--- src/rtl/phy_host_pkg.sv ---
package phy_host_pkg;
	localparam int lane_count = 4;
	localparam int word_width = 16;
	// register offsets (word index on the command port)
	localparam logic [3:0] reg_control = 4'h0;
	localparam logic [3:0] reg_lane_cmd = 4'h1;
	localparam logic [3:0] reg_fast_word = 4'h2;
	localparam logic [3:0] reg_lp_byte = 4'h3;
	localparam logic [3:0] reg_status = 4'h4;
	localparam logic [3:0] reg_error = 4'h5;
	localparam logic [3:0] reg_rx_byte = 4'h6;
	// control register fields
	localparam int ctl_phy_run = 0;
	localparam int ctl_ssc = 1;
	localparam int ctl_clk_fast = 2;
	localparam int ctl_force_rx = 3;
	localparam int ctl_lowpower_data_transfer_mode = 4;
	localparam int ctl_turn = 5;
	localparam logic [7:0] control_reset = 8'h00;
	// clocks: system 100 MHz, escape clock below 20 MHz
	localparam int sys_clk_mhz = 100;
	localparam int esc_max_mhz = 20;
	// divide by 6 gives 16.67 MHz: the smallest even ratio under 20 MHz
	localparam int esc_div = ((sys_clk_mhz + esc_max_mhz - 1) / esc_max_mhz + 1) & ~1;
	localparam int esc_half = esc_div / 2;
	localparam logic [3:0] esc_half_count = 4'(esc_half - 1);
	localparam int ref_min_mhz = 12;
	localparam int ref_max_mhz = 52;
	// reference clock: 100/4 = 25 MHz, inside 12..52 MHz
	localparam int ref_div = 4;
	localparam logic [3:0] ref_half_count = 4'(ref_div / 2 - 1);
endpackage

--- src/rtl/phy_host.sv ---
// Implementation choices: the register offsets and the plain strobed port.
`timescale 1ns/1ps
`default_nettype none
////////////////////////////////////////////////////////////////////////////////
// Operation
// - reference clock kept between 12 and 52 MHz
// - escape clock generated below 20 MHz
// - escape clock chosen as near 20 MHz
// - spread spectrum driven from control bit
// - escape request driven on escape clock
// - turnaround or force receive on lane 0
// - trigger sent; received trigger captured
// - clock lane fast request on word clock
// - fast request doubles as word valid
// - upper byte valid marks high byte
// - deskew request driven per lane
// - low power bytes sent with valid/ready
// - sleep enter/exit per lane, status read
module phy_host (
	// system
	input wire logic clk_in,
	input wire logic sys_rst_in,
	// command port
	input wire logic [3:0] addr_in,
	input wire logic [31:0] wdata_in,
	input wire logic wr_in,
	input wire logic rd_in,
	output logic [31:0] rdata_out,
	// clocks to and from the phy, and reset to the phy
	output logic phy_reset_n_out,
	output logic ref_clock_out,
	output logic escape_transmit_clock_out,
	input wire logic escape_receive_clock_in,
	input wire logic fast_word_clock_out_in,
	// phy control
	output logic spread_spectrum_enable_out,
	output logic force_rx_mode_out,
	output logic turn_request_out,
	output logic [3:0] lane_lowpower_tx_request_out,
	output logic [3:0] send_trigger_code_out,
	output logic clock_lane_sleep_enter_out,
	output logic clock_lane_sleep_exit_out,
	output logic [3:0] data_lane_sleep_enter_out,
	output logic [3:0] data_lane_sleep_exit_out,
	// phy status
	input wire logic pll_unlock_in,
	input wire logic clock_lane_idle_state_in,
	input wire logic [3:0] data_lane_idle_state_in,
	input wire logic direction_in,
	input wire logic escape_command_error_in,
	input wire logic line_state_error_in,
	input wire logic contention_error_low_in,
	input wire logic contention_error_high_in,
	input wire logic clock_lane_asleep_low_in,
	input wire logic [3:0] data_lane_asleep_low_in,
	input wire logic [3:0] received_trigger_code_in,
	// fast path
	output logic clock_lane_fast_request_out,
	output logic [3:0] lane_fast_request_valid_out,
	output logic [3:0] lane_deskew_request_out,
	output logic [3:0] lane_upper_byte_valid_out,
	output logic [63:0] lane_fast_tx_word_out,
	input wire logic [3:0] lane_fast_tx_ready_in,
	// low power data
	output logic lowpower_data_tx_mode_out,
	output logic lowpower_tx_byte_valid_out,
	output logic [7:0] lowpower_tx_byte_out,
	input wire logic lowpower_tx_ready_in,
	input wire logic lowpower_data_rx_mode_in,
	input wire logic [7:0] lowpower_rx_byte_in,
	input wire logic lowpower_rx_byte_valid_in,
	input wire logic lowpower_sync_error_in,
	input wire logic lane0_sleep_entered_in
);
	////////////////////////////////////////////////////////////////////////////
	// synchronise everything from the phy
	localparam int sw = 36;
	wire [sw-1:0] raw = {escape_receive_clock_in, fast_word_clock_out_in, pll_unlock_in,
		clock_lane_idle_state_in, data_lane_idle_state_in, direction_in,
		escape_command_error_in, line_state_error_in, contention_error_low_in,
		contention_error_high_in, clock_lane_asleep_low_in, data_lane_asleep_low_in,
		received_trigger_code_in, lane_fast_tx_ready_in, lowpower_tx_ready_in,
		lowpower_data_rx_mode_in, lowpower_rx_byte_valid_in, lowpower_sync_error_in,
		lane0_sleep_entered_in, 5'h00};
	logic [sw-1:0] st;
	logic [sw-1:0] rs;
	sync3 #(.width(sw)) u_sync (
		.clk_in(clk_in),
		.sys_rst_in(sys_rst_in),
		.raw_in(raw),
		.stable_out(st),
		.rise_out(rs)
	);
	// the data byte is only read on a valid edge, by which time it has settled
	logic [7:0] rx_byte_s1;
	logic [7:0] rx_byte_s2;
	wire rxclk_rise = rs[35];
	wire word_rise = rs[34];
	wire [3:0] ready_s = st[13:10];
	wire lp_ready_s = st[9];
	wire [3:0] lane_stat = st[31:28];
	////////////////////////////////////////////////////////////////////////////
	// clock dividers
	logic [3:0] esc_cnt;
	logic [3:0] ref_cnt;
	wire esc_wrap = esc_cnt == phy_host_pkg::esc_half_count;
	wire esc_tick = esc_wrap && escape_transmit_clock_out; // falling edge next: update
	always_ff @(posedge clk_in) begin
		if (sys_rst_in) begin
			esc_cnt <= 4'h0;
			ref_cnt <= 4'h0;
			escape_transmit_clock_out <= 1'b0;
			ref_clock_out <= 1'b0;
		end else begin
			esc_cnt <= esc_wrap ? 4'h0 : esc_cnt + 4'h1;
			if (esc_wrap)
				escape_transmit_clock_out <= ~escape_transmit_clock_out;
			ref_cnt <= (ref_cnt == phy_host_pkg::ref_half_count) ? 4'h0 : ref_cnt + 4'h1;
			if (ref_cnt == phy_host_pkg::ref_half_count)
				ref_clock_out <= ~ref_clock_out;
		end
	end
	////////////////////////////////////////////////////////////////////////////
	// registers
	logic [7:0] control;
	logic [31:0] lane_cmd;
	logic [15:0] fast_word;
	logic [3:0] fast_pend;
	logic [7:0] lp_byte;
	logic lp_pend;
	logic [7:0] errors;
	logic [3:0] trig_seen;
	logic [7:0] rx_byte;
	logic rx_full;
	wire wr_ctl = wr_in && addr_in == phy_host_pkg::reg_control;
	wire wr_cmd = wr_in && addr_in == phy_host_pkg::reg_lane_cmd;
	wire wr_word = wr_in && addr_in == phy_host_pkg::reg_fast_word;
	wire wr_lp = wr_in && addr_in == phy_host_pkg::reg_lp_byte;
	wire wr_err = wr_in && addr_in == phy_host_pkg::reg_error;
	wire rd_rx = rd_in && addr_in == phy_host_pkg::reg_rx_byte;
	// a fast word leaves only on a word clock edge with request and ready high
	// only a request already on the pins can meet ready; a fresh one must go out first
	wire [3:0] fast_done = {4{word_rise}} & lane_fast_request_valid_out & ready_s;
	wire lp_done = esc_tick && lowpower_tx_byte_valid_out && lp_ready_s;
	// error events set their bits; the set wins over a write-one clear
	wire [7:0] err_event = {3'h0, rs[6], rs[26], rs[25], rs[24], rs[23]};
	wire [7:0] next_errors = (errors & ~(wr_err ? wdata_in[7:0] : 8'h00)) | err_event;
	wire rx_take = rs[7];
	wire [31:0] status_word = {trig_seen, 1'b0, ~st[21:18], ~st[22], lp_pend, fast_pend, rx_full,
		4'h0, st[33], st[32], st[27], st[5], st[8], 3'h0, lane_stat};
	always_ff @(posedge clk_in) begin
		if (sys_rst_in) begin
			control <= phy_host_pkg::control_reset;
			lane_cmd <= 32'h0;
			fast_word <= 16'h0;
			fast_pend <= 4'h0;
			lp_byte <= 8'h0;
			lp_pend <= 1'b0;
			errors <= 8'h0;
			trig_seen <= 4'h0;
			rx_byte_s1 <= 8'h0;
			rx_byte_s2 <= 8'h0;
			rx_byte <= 8'h0;
			rx_full <= 1'b0;
		end else begin
			rx_byte_s1 <= lowpower_rx_byte_in;
			rx_byte_s2 <= rx_byte_s1;
			if (wr_ctl)
				control <= wdata_in[7:0];
			if (wr_cmd)
				lane_cmd <= wdata_in;
			if (wr_word) begin
				fast_word <= wdata_in[15:0];
				fast_pend <= fast_pend | wdata_in[19:16];
			end else
				fast_pend <= fast_pend & ~fast_done;
			if (wr_lp && !lp_pend) begin
				lp_byte <= wdata_in[7:0];
				lp_pend <= 1'b1;
			end else if (lp_done)
				lp_pend <= 1'b0;
			errors <= next_errors;
			if (rxclk_rise && |st[17:14])
				trig_seen <= st[17:14];
			if (rx_take) begin
				rx_byte <= rx_byte_s2;
				rx_full <= 1'b1;
			end else if (rd_rx)
				rx_full <= 1'b0;
		end
	end
	////////////////////////////////////////////////////////////////////////////
	// read data
	logic [31:0] next_rdata;
	always_comb begin
		unique case (addr_in)
			phy_host_pkg::reg_control: next_rdata = {24'h0, control};
			phy_host_pkg::reg_lane_cmd: next_rdata = lane_cmd;
			phy_host_pkg::reg_fast_word: next_rdata = {12'h0, fast_pend, fast_word};
			phy_host_pkg::reg_lp_byte: next_rdata = {23'h0, lp_pend, lp_byte};
			phy_host_pkg::reg_status: next_rdata = status_word;
			phy_host_pkg::reg_error: next_rdata = {24'h0, errors};
			phy_host_pkg::reg_rx_byte: next_rdata = {23'h0, rx_full, rx_byte};
			default: next_rdata = 32'h0;
		endcase
	end
	always_ff @(posedge clk_in) begin
		if (sys_rst_in)
			rdata_out <= 32'h0;
		else
			rdata_out <= rd_in ? next_rdata : 32'h0;
	end
	////////////////////////////////////////////////////////////////////////////
	// phy drive: escape-domain signals change only at escape clock falling edges
	always_ff @(posedge clk_in) begin
		if (sys_rst_in) begin
			phy_reset_n_out <= 1'b0;
			spread_spectrum_enable_out <= 1'b0;
			force_rx_mode_out <= 1'b0;
			turn_request_out <= 1'b0;
			lane_lowpower_tx_request_out <= 4'h0;
			send_trigger_code_out <= 4'h0;
			clock_lane_sleep_enter_out <= 1'b0;
			clock_lane_sleep_exit_out <= 1'b0;
			data_lane_sleep_enter_out <= 4'h0;
			data_lane_sleep_exit_out <= 4'h0;
			lowpower_data_tx_mode_out <= 1'b0;
			lowpower_tx_byte_valid_out <= 1'b0;
			lowpower_tx_byte_out <= 8'h0;
			clock_lane_fast_request_out <= 1'b0;
			lane_fast_request_valid_out <= 4'h0;
			lane_deskew_request_out <= 4'h0;
			lane_upper_byte_valid_out <= 4'h0;
			lane_fast_tx_word_out <= 64'h0;
		end else begin
			phy_reset_n_out <= control[phy_host_pkg::ctl_phy_run];
			spread_spectrum_enable_out <= control[phy_host_pkg::ctl_ssc];
			force_rx_mode_out <= control[phy_host_pkg::ctl_force_rx];
			if (esc_tick) begin
				turn_request_out <= control[phy_host_pkg::ctl_turn];
				lane_lowpower_tx_request_out <= lane_cmd[3:0];
				send_trigger_code_out <= lane_cmd[7:4];
				clock_lane_sleep_enter_out <= lane_cmd[8];
				clock_lane_sleep_exit_out <= lane_cmd[9];
				data_lane_sleep_enter_out <= lane_cmd[15:12];
				data_lane_sleep_exit_out <= lane_cmd[19:16];
				lowpower_data_tx_mode_out <= control[phy_host_pkg::ctl_lowpower_data_transfer_mode];
				lowpower_tx_byte_valid_out <= lp_pend && !lp_done;
				lowpower_tx_byte_out <= lp_byte;
			end
			// word-clock signals are updated just after a sampled rising edge
			if (word_rise) begin
				clock_lane_fast_request_out <= control[phy_host_pkg::ctl_clk_fast];
				lane_fast_request_valid_out <= fast_pend & ~fast_done;
				lane_deskew_request_out <= lane_cmd[23:20];
				lane_upper_byte_valid_out <= lane_cmd[27:24];
				if (lane_fast_request_valid_out == 4'h0 || fast_done != 4'h0)
					lane_fast_tx_word_out <= {4{fast_word}};
			end
		end
	end
	////////////////////////////////////////////////////////////////////////////
	// checks
	a_reset_follows: assert property (@(posedge clk_in) disable iff (sys_rst_in)
		!control[phy_host_pkg::ctl_phy_run] |=> !phy_reset_n_out)
		else $error("phy reset released while run bit low");
	a_word_hold: assert property (@(posedge clk_in) disable iff (sys_rst_in)
		lane_fast_request_valid_out[0] && !word_rise |=> $stable(lane_fast_tx_word_out))
		else $error("fast word changed while pending");
	a_esc_period: assert property (@(posedge clk_in) disable iff (sys_rst_in)
		$rose(escape_transmit_clock_out) |=> escape_transmit_clock_out [*2])
		else $error("escape clock high phase too short");
	a_lp_valid: assert property (@(posedge clk_in) disable iff (sys_rst_in)
		lowpower_tx_byte_valid_out |-> lp_pend)
		else $error("low power valid without byte");
	a_err_sticky: assert property (@(posedge clk_in) disable iff (sys_rst_in)
		err_event[0] |=> errors[0])
		else $error("error event lost");
	a_ref_toggle: assert property (@(posedge clk_in) disable iff (sys_rst_in)
		$rose(ref_clock_out) |=> ref_clock_out ##1 !ref_clock_out)
		else $error("reference clock period wrong");
	a_clk_req: assert property (@(posedge clk_in) disable iff (sys_rst_in)
		word_rise |=> clock_lane_fast_request_out == $past(control[phy_host_pkg::ctl_clk_fast]))
		else $error("clock lane request not updated");
	a_rx_capture: assert property (@(posedge clk_in) disable iff (sys_rst_in)
		rx_take |=> rx_full)
		else $error("received byte not captured");
endmodule // phy_host
`default_nettype wire

--- src/rtl/sync3.sv ---
`timescale 1ns/1ps
`default_nettype none
// three-stage sampler; a change counts only when stages two and three agree
module sync3 #(
	parameter int width = 1
) (
	// clock and reset
	input wire logic clk_in,
	input wire logic sys_rst_in,
	// raw and filtered
	input wire logic [width-1:0] raw_in,
	output logic [width-1:0] stable_out,
	output logic [width-1:0] rise_out
);
	logic [width-1:0] s1;
	logic [width-1:0] s2;
	logic [width-1:0] s3;
	wire [width-1:0] agree = ~(s2 ^ s3);
	wire [width-1:0] next_stable = (agree & s3) | (~agree & stable_out);
	always_ff @(posedge clk_in) begin
		if (sys_rst_in) begin
			s1 <= '0;
			s2 <= '0;
			s3 <= '0;
			stable_out <= '0;
			rise_out <= '0;
		end else begin
			s1 <= raw_in;
			s2 <= s1;
			s3 <= s2;
			stable_out <= next_stable;
			rise_out <= next_stable & ~stable_out;
		end
	end
endmodule // sync3
`default_nettype wire

--- config.mk ---
export PLATFORM = sky130hd
export DESIGN_NAME = phy_host
export DESIGN_NICKNAME = d
export VERILOG_FILES = /design/src/rtl/phy_host_pkg.sv /design/src/rtl/phy_host.sv /design/src/rtl/sync3.sv
export SDC_FILE = /design/constraint.sdc
export NUM_CORES = 1
export LEC_CHECK = 0
export ABC_AREA = 1
export BUFFER_PORTS_ARGS = -buffer_cell sky130_fd_sc_hd__buf_2
export CAP_MARGIN = 20
export CELL_PAD_IN_SITES_DETAIL_PLACEMENT = 0
export CELL_PAD_IN_SITES_GLOBAL_PLACEMENT = 1
export CORE_MARGIN = 3
export CORE_UTILIZATION = 44
export CTS_CLUSTER_DIAMETER = 40
export CTS_CLUSTER_SIZE = 28
export DETAILED_ROUTE_END_ITERATION = 10
export GPL_TIMING_DRIVEN = 0
export PLACE_DENSITY_LB_ADDON = 0.1
export REMOVE_ABC_BUFFERS = 1
export SLEW_MARGIN = 25
export SYNTH_ARGS = -nofsm -noshare
export SYNTH_HDL_FRONTEND = slang
export SYNTH_SLANG_ARGS = --single-unit
--- constraint.sdc ---
create_clock -name clk_in -period 2.7 [get_ports clk_in]
set_input_delay 0.135 -clock clk_in [delete_from_list [all_inputs] [get_ports clk_in]]
set_output_delay 0.135 -clock clk_in [all_outputs]
set_load 0.02 [all_outputs]
==> impl_metrics.toml <==
[run_status]
outcome = "complete, no violations"

[critical_path]
crit_path_end_kind = "register"
cp_max_fo = 44
reg2reg_slack_ps = 290
crit_type = "in -> reg"
worstPathRequired_ps = 3080
cp.arrival_ps = 2820
start_kind = "input pin"

[timing]
slew_viol_final = 0
setup_slack_ps = 262.1
period_minus_slack_ps = 2438
slew_headroom_pct = 37.26
worst_slew_pin_slew_ps = 939.7
rsz0062_at_grt = "false"
hold-worst-slack_ps = 48.14
hold_viol_final = 0
fin_crit_sh_pct = 90.29
finalSetupViolCount = 0
finalClockSkew_ps = 14.46
fmax_ghz = 0.4102

[yosys]
yosysUniqueCellTypes = 28
synth.cell_area_mm2 = 0.01201
synth_warnings = 0
ys_seq_area_share_pct = 56.86
postSynthAreaPerCell_um2 = 8.123
ys_ff_latch = 341
netlist_instances = 1478

[cts]
cts_buffer_depth = 3
worstSkewPairLatency_ps = 520
cts_tree = "done"
cts_buffers = 42
cts.sinks = 341
cts_root_buf = "clkbuf_16"
cts_setup_buffers = 0
htreeDepth = 2
clk_pin_slew_ps = 60

[place]
gp_congestion = 0.7762
dp_slack_ps = -685.9
portBuffers = 221
hpwl_um = 18620

[grt]
grt_max_degree = 87
grt_pass1_vias = 9354
grt_usage_pct = 20.23
grt_pass1_wl_um = 47910
antenna_found_initial = 0
grt_overflow_total = 0

[layout]
n_antenna_cell = 0
nFillCells = 2539
multiInputGateArea_mm2 = 0.003839
fin_nets = 1782
register_area_mm2 = 0.006830
syn_to_final_growth_pct = 27.06
drive_gt1_share_pct = 18.35

[route]
routedWlPerCell_um = 14.50
first_pass_iters = 5
initialDrtViolationCount = 637
drc = 0
vias_per_cell = 4.784
antenna_left = 0
vias = 9893
drt_wl_total_um = 29980

[die]
core_area_mm2 = 0.02643
die_area_mm2 = 0.02931
rows = 59
pin_count = 222
start_util_pct = 45.43
die_x_um = 171.2
die_height_um = 171.2

[run]
drv_cap = 0

[pwr]
p_leak_uw = 0.006759
power_density_mw_per_mm2 = 770.3
report.power.total_uw = 11750
max-vdd-ir-drop_mv = 0.5022

[hold_path]
worstHoldPathType = "in -> reg"
==> stage by stage <==
stage / cell area, µm² / TNS, ps / util, % / instances
after floorplan: 11320 / 0 / - / 1357
after global placement: 12840 / -687520 / 48.60 / 1913
after detailed placement: 13020 / -16850 / 49.27 / 1918
after CTS: 15260 / 0 / 57.73 / 2068
after global routing: 15260 / 0 / 57.73 / 2068
final: 15260 / 0 / 57.73 / 2068
==> cells by family (layout without fill, tap and decap cells) <==
group | count (synthesis) | count (layout) | share of synthesized area, %
xor gates and xnor gates | 3 | 3 | 0.2189
AOI/OAI and AO/OA | 315 | 315 | 13.41
buffers and inverters | 302 | 557 | 11.38
adders and majority gates | 4 | 4 | 0.4169
and+or+nand+nor | 513 | 513 | 17.72
DFF | 341 | 341 | 56.86
==> where the power goes <==
group | internal (µW) | switching [µW]
Combinational | 242 | 369
Clock | 3710 | 2210
Sequential | 5160 | 62.2
Total | 9110 | 2640
==> worst max-delay path, stage by stage <==
cell and delay, ps:
buf_2 130, nor2_2 590, nand2_4 210, inv_2 740
nand2_4 560, o21ai_0 340, a21oi_1 70
==> flip-flops by register name, indices dropped and copies added (netlist names), 16 cells and up, named ones only <==
register	cells
u_sync.s2	31
lane_fast_tx_word_out	16
rdata_out	32
lane_cmd	32
u_sync.s3	31
u_sync.s1	31
fast_word	16
==> final timing paths <==
check,cells past startpoint,start,endpoint
worst min register to register,2,u_sync.s1[34]$_SDFF_PP0_,u_sync.s2[34]$_SDFF_PP0_
worst max-delay path,7,addr_in[3],lane_cmd[20]$_SDFFE_PP0P_
worst max register to register,8,esc_cnt[0]$_SDFF_PP0_,send_trigger_code_out[1]$_SDFFE_PP0P_
worst min-delay path,2,sys_rst_in,u_sync.s1[25]$_SDFF_PP0_
==> area by class of cell <==
cell class,instances,area share (%)
tap,335,2.747
clock buffer,57,8.005
clock inverter,21,1.886
timing repair buffer,298,12.94
sequential,341,44.77
multi-input combinational,835,25.16
inverter,181,4.486
==> Yosys cell counts <==
| cell type | number | area, µm² |
|---|---|---|
| a211oi_1 | 3 | 22.52 |
| a21oi_1 | 169 | 845.8 |
| buf_1 | 6 | 22.52 |
| buf_2 | 21 | 105.1 |
| buf_4 | 49 | 367.9 |
| buf_6 | 3 | 33.78 |
| clkbuf_1 | 42 | 157.7 |
| clkinv_1 | 2 | 7.510 |
| dfxtp_1 | 341 | 6827 |
| ha_1 | 4 | 50.05 |
| inv_1 | 174 | 653.1 |
| inv_2 | 5 | 18.77 |
| nand2_1 | 131 | 491.7 |
| nand2_2 | 1 | 6.260 |
| nand2_4 | 2 | 22.52 |
| nand3_1 | 101 | 505.5 |
| nor2_1 | 260 | 975.9 |
| nor2_2 | 4 | 25.02 |
| nor2_4 | 2 | 22.52 |
| nor2_8 | 1 | 20.02 |
| nor3_1 | 9 | 45.04 |
| o211ai_1 | 8 | 60.06 |
| o21ai_0 | 122 | 610.6 |
| o21ai_1 | 8 | 40.04 |
| o22ai_1 | 5 | 31.28 |
| or2_2 | 2 | 12.51 |
| xnor2_1 | 2 | 17.52 |
| xor2_1 | 1 | 8.760 |
==> layout by cell type, fill, tap and decap left out, types with 6 or more instances in the layout <==
cell type,count
a21oi_1,169
buf_2,220
clkbuf_1,7
clkbuf_16,45
dfxtp_1,340
dlygate4sd3_1,72
inv_1,173
inv_6,6
nand2_1,130
nand3_1,101
nor2_1,259
nor3_1,9
o211ai_1,8
o21ai_0,122
o21ai_1,8
==> repair_timing <==
item / 4_1_cts / 5_1_grt
hold buffers: 72 / 0
endpoints found under the setup margin: 10 / 0
hold endpoints to repair: 111 / 0
gates resized for setup: 1 / 0
==> layer usage <==
| layer | up-vias | GRT usage [%] | wire length (µm) |
|---|---|---|---|
| li1 | 5102 | - | - |
| met1 | 4493 | 27.26 | 14250 |
| met2 | 252 | 34.00 | 13700 |
| met3 | 46 | 3.539 | 1515 |
| met4 | 0 | 5.003 | 512 |
| met5 | - | 0 | 0 |
Note: power is estimated with default switching activity, not from simulation.
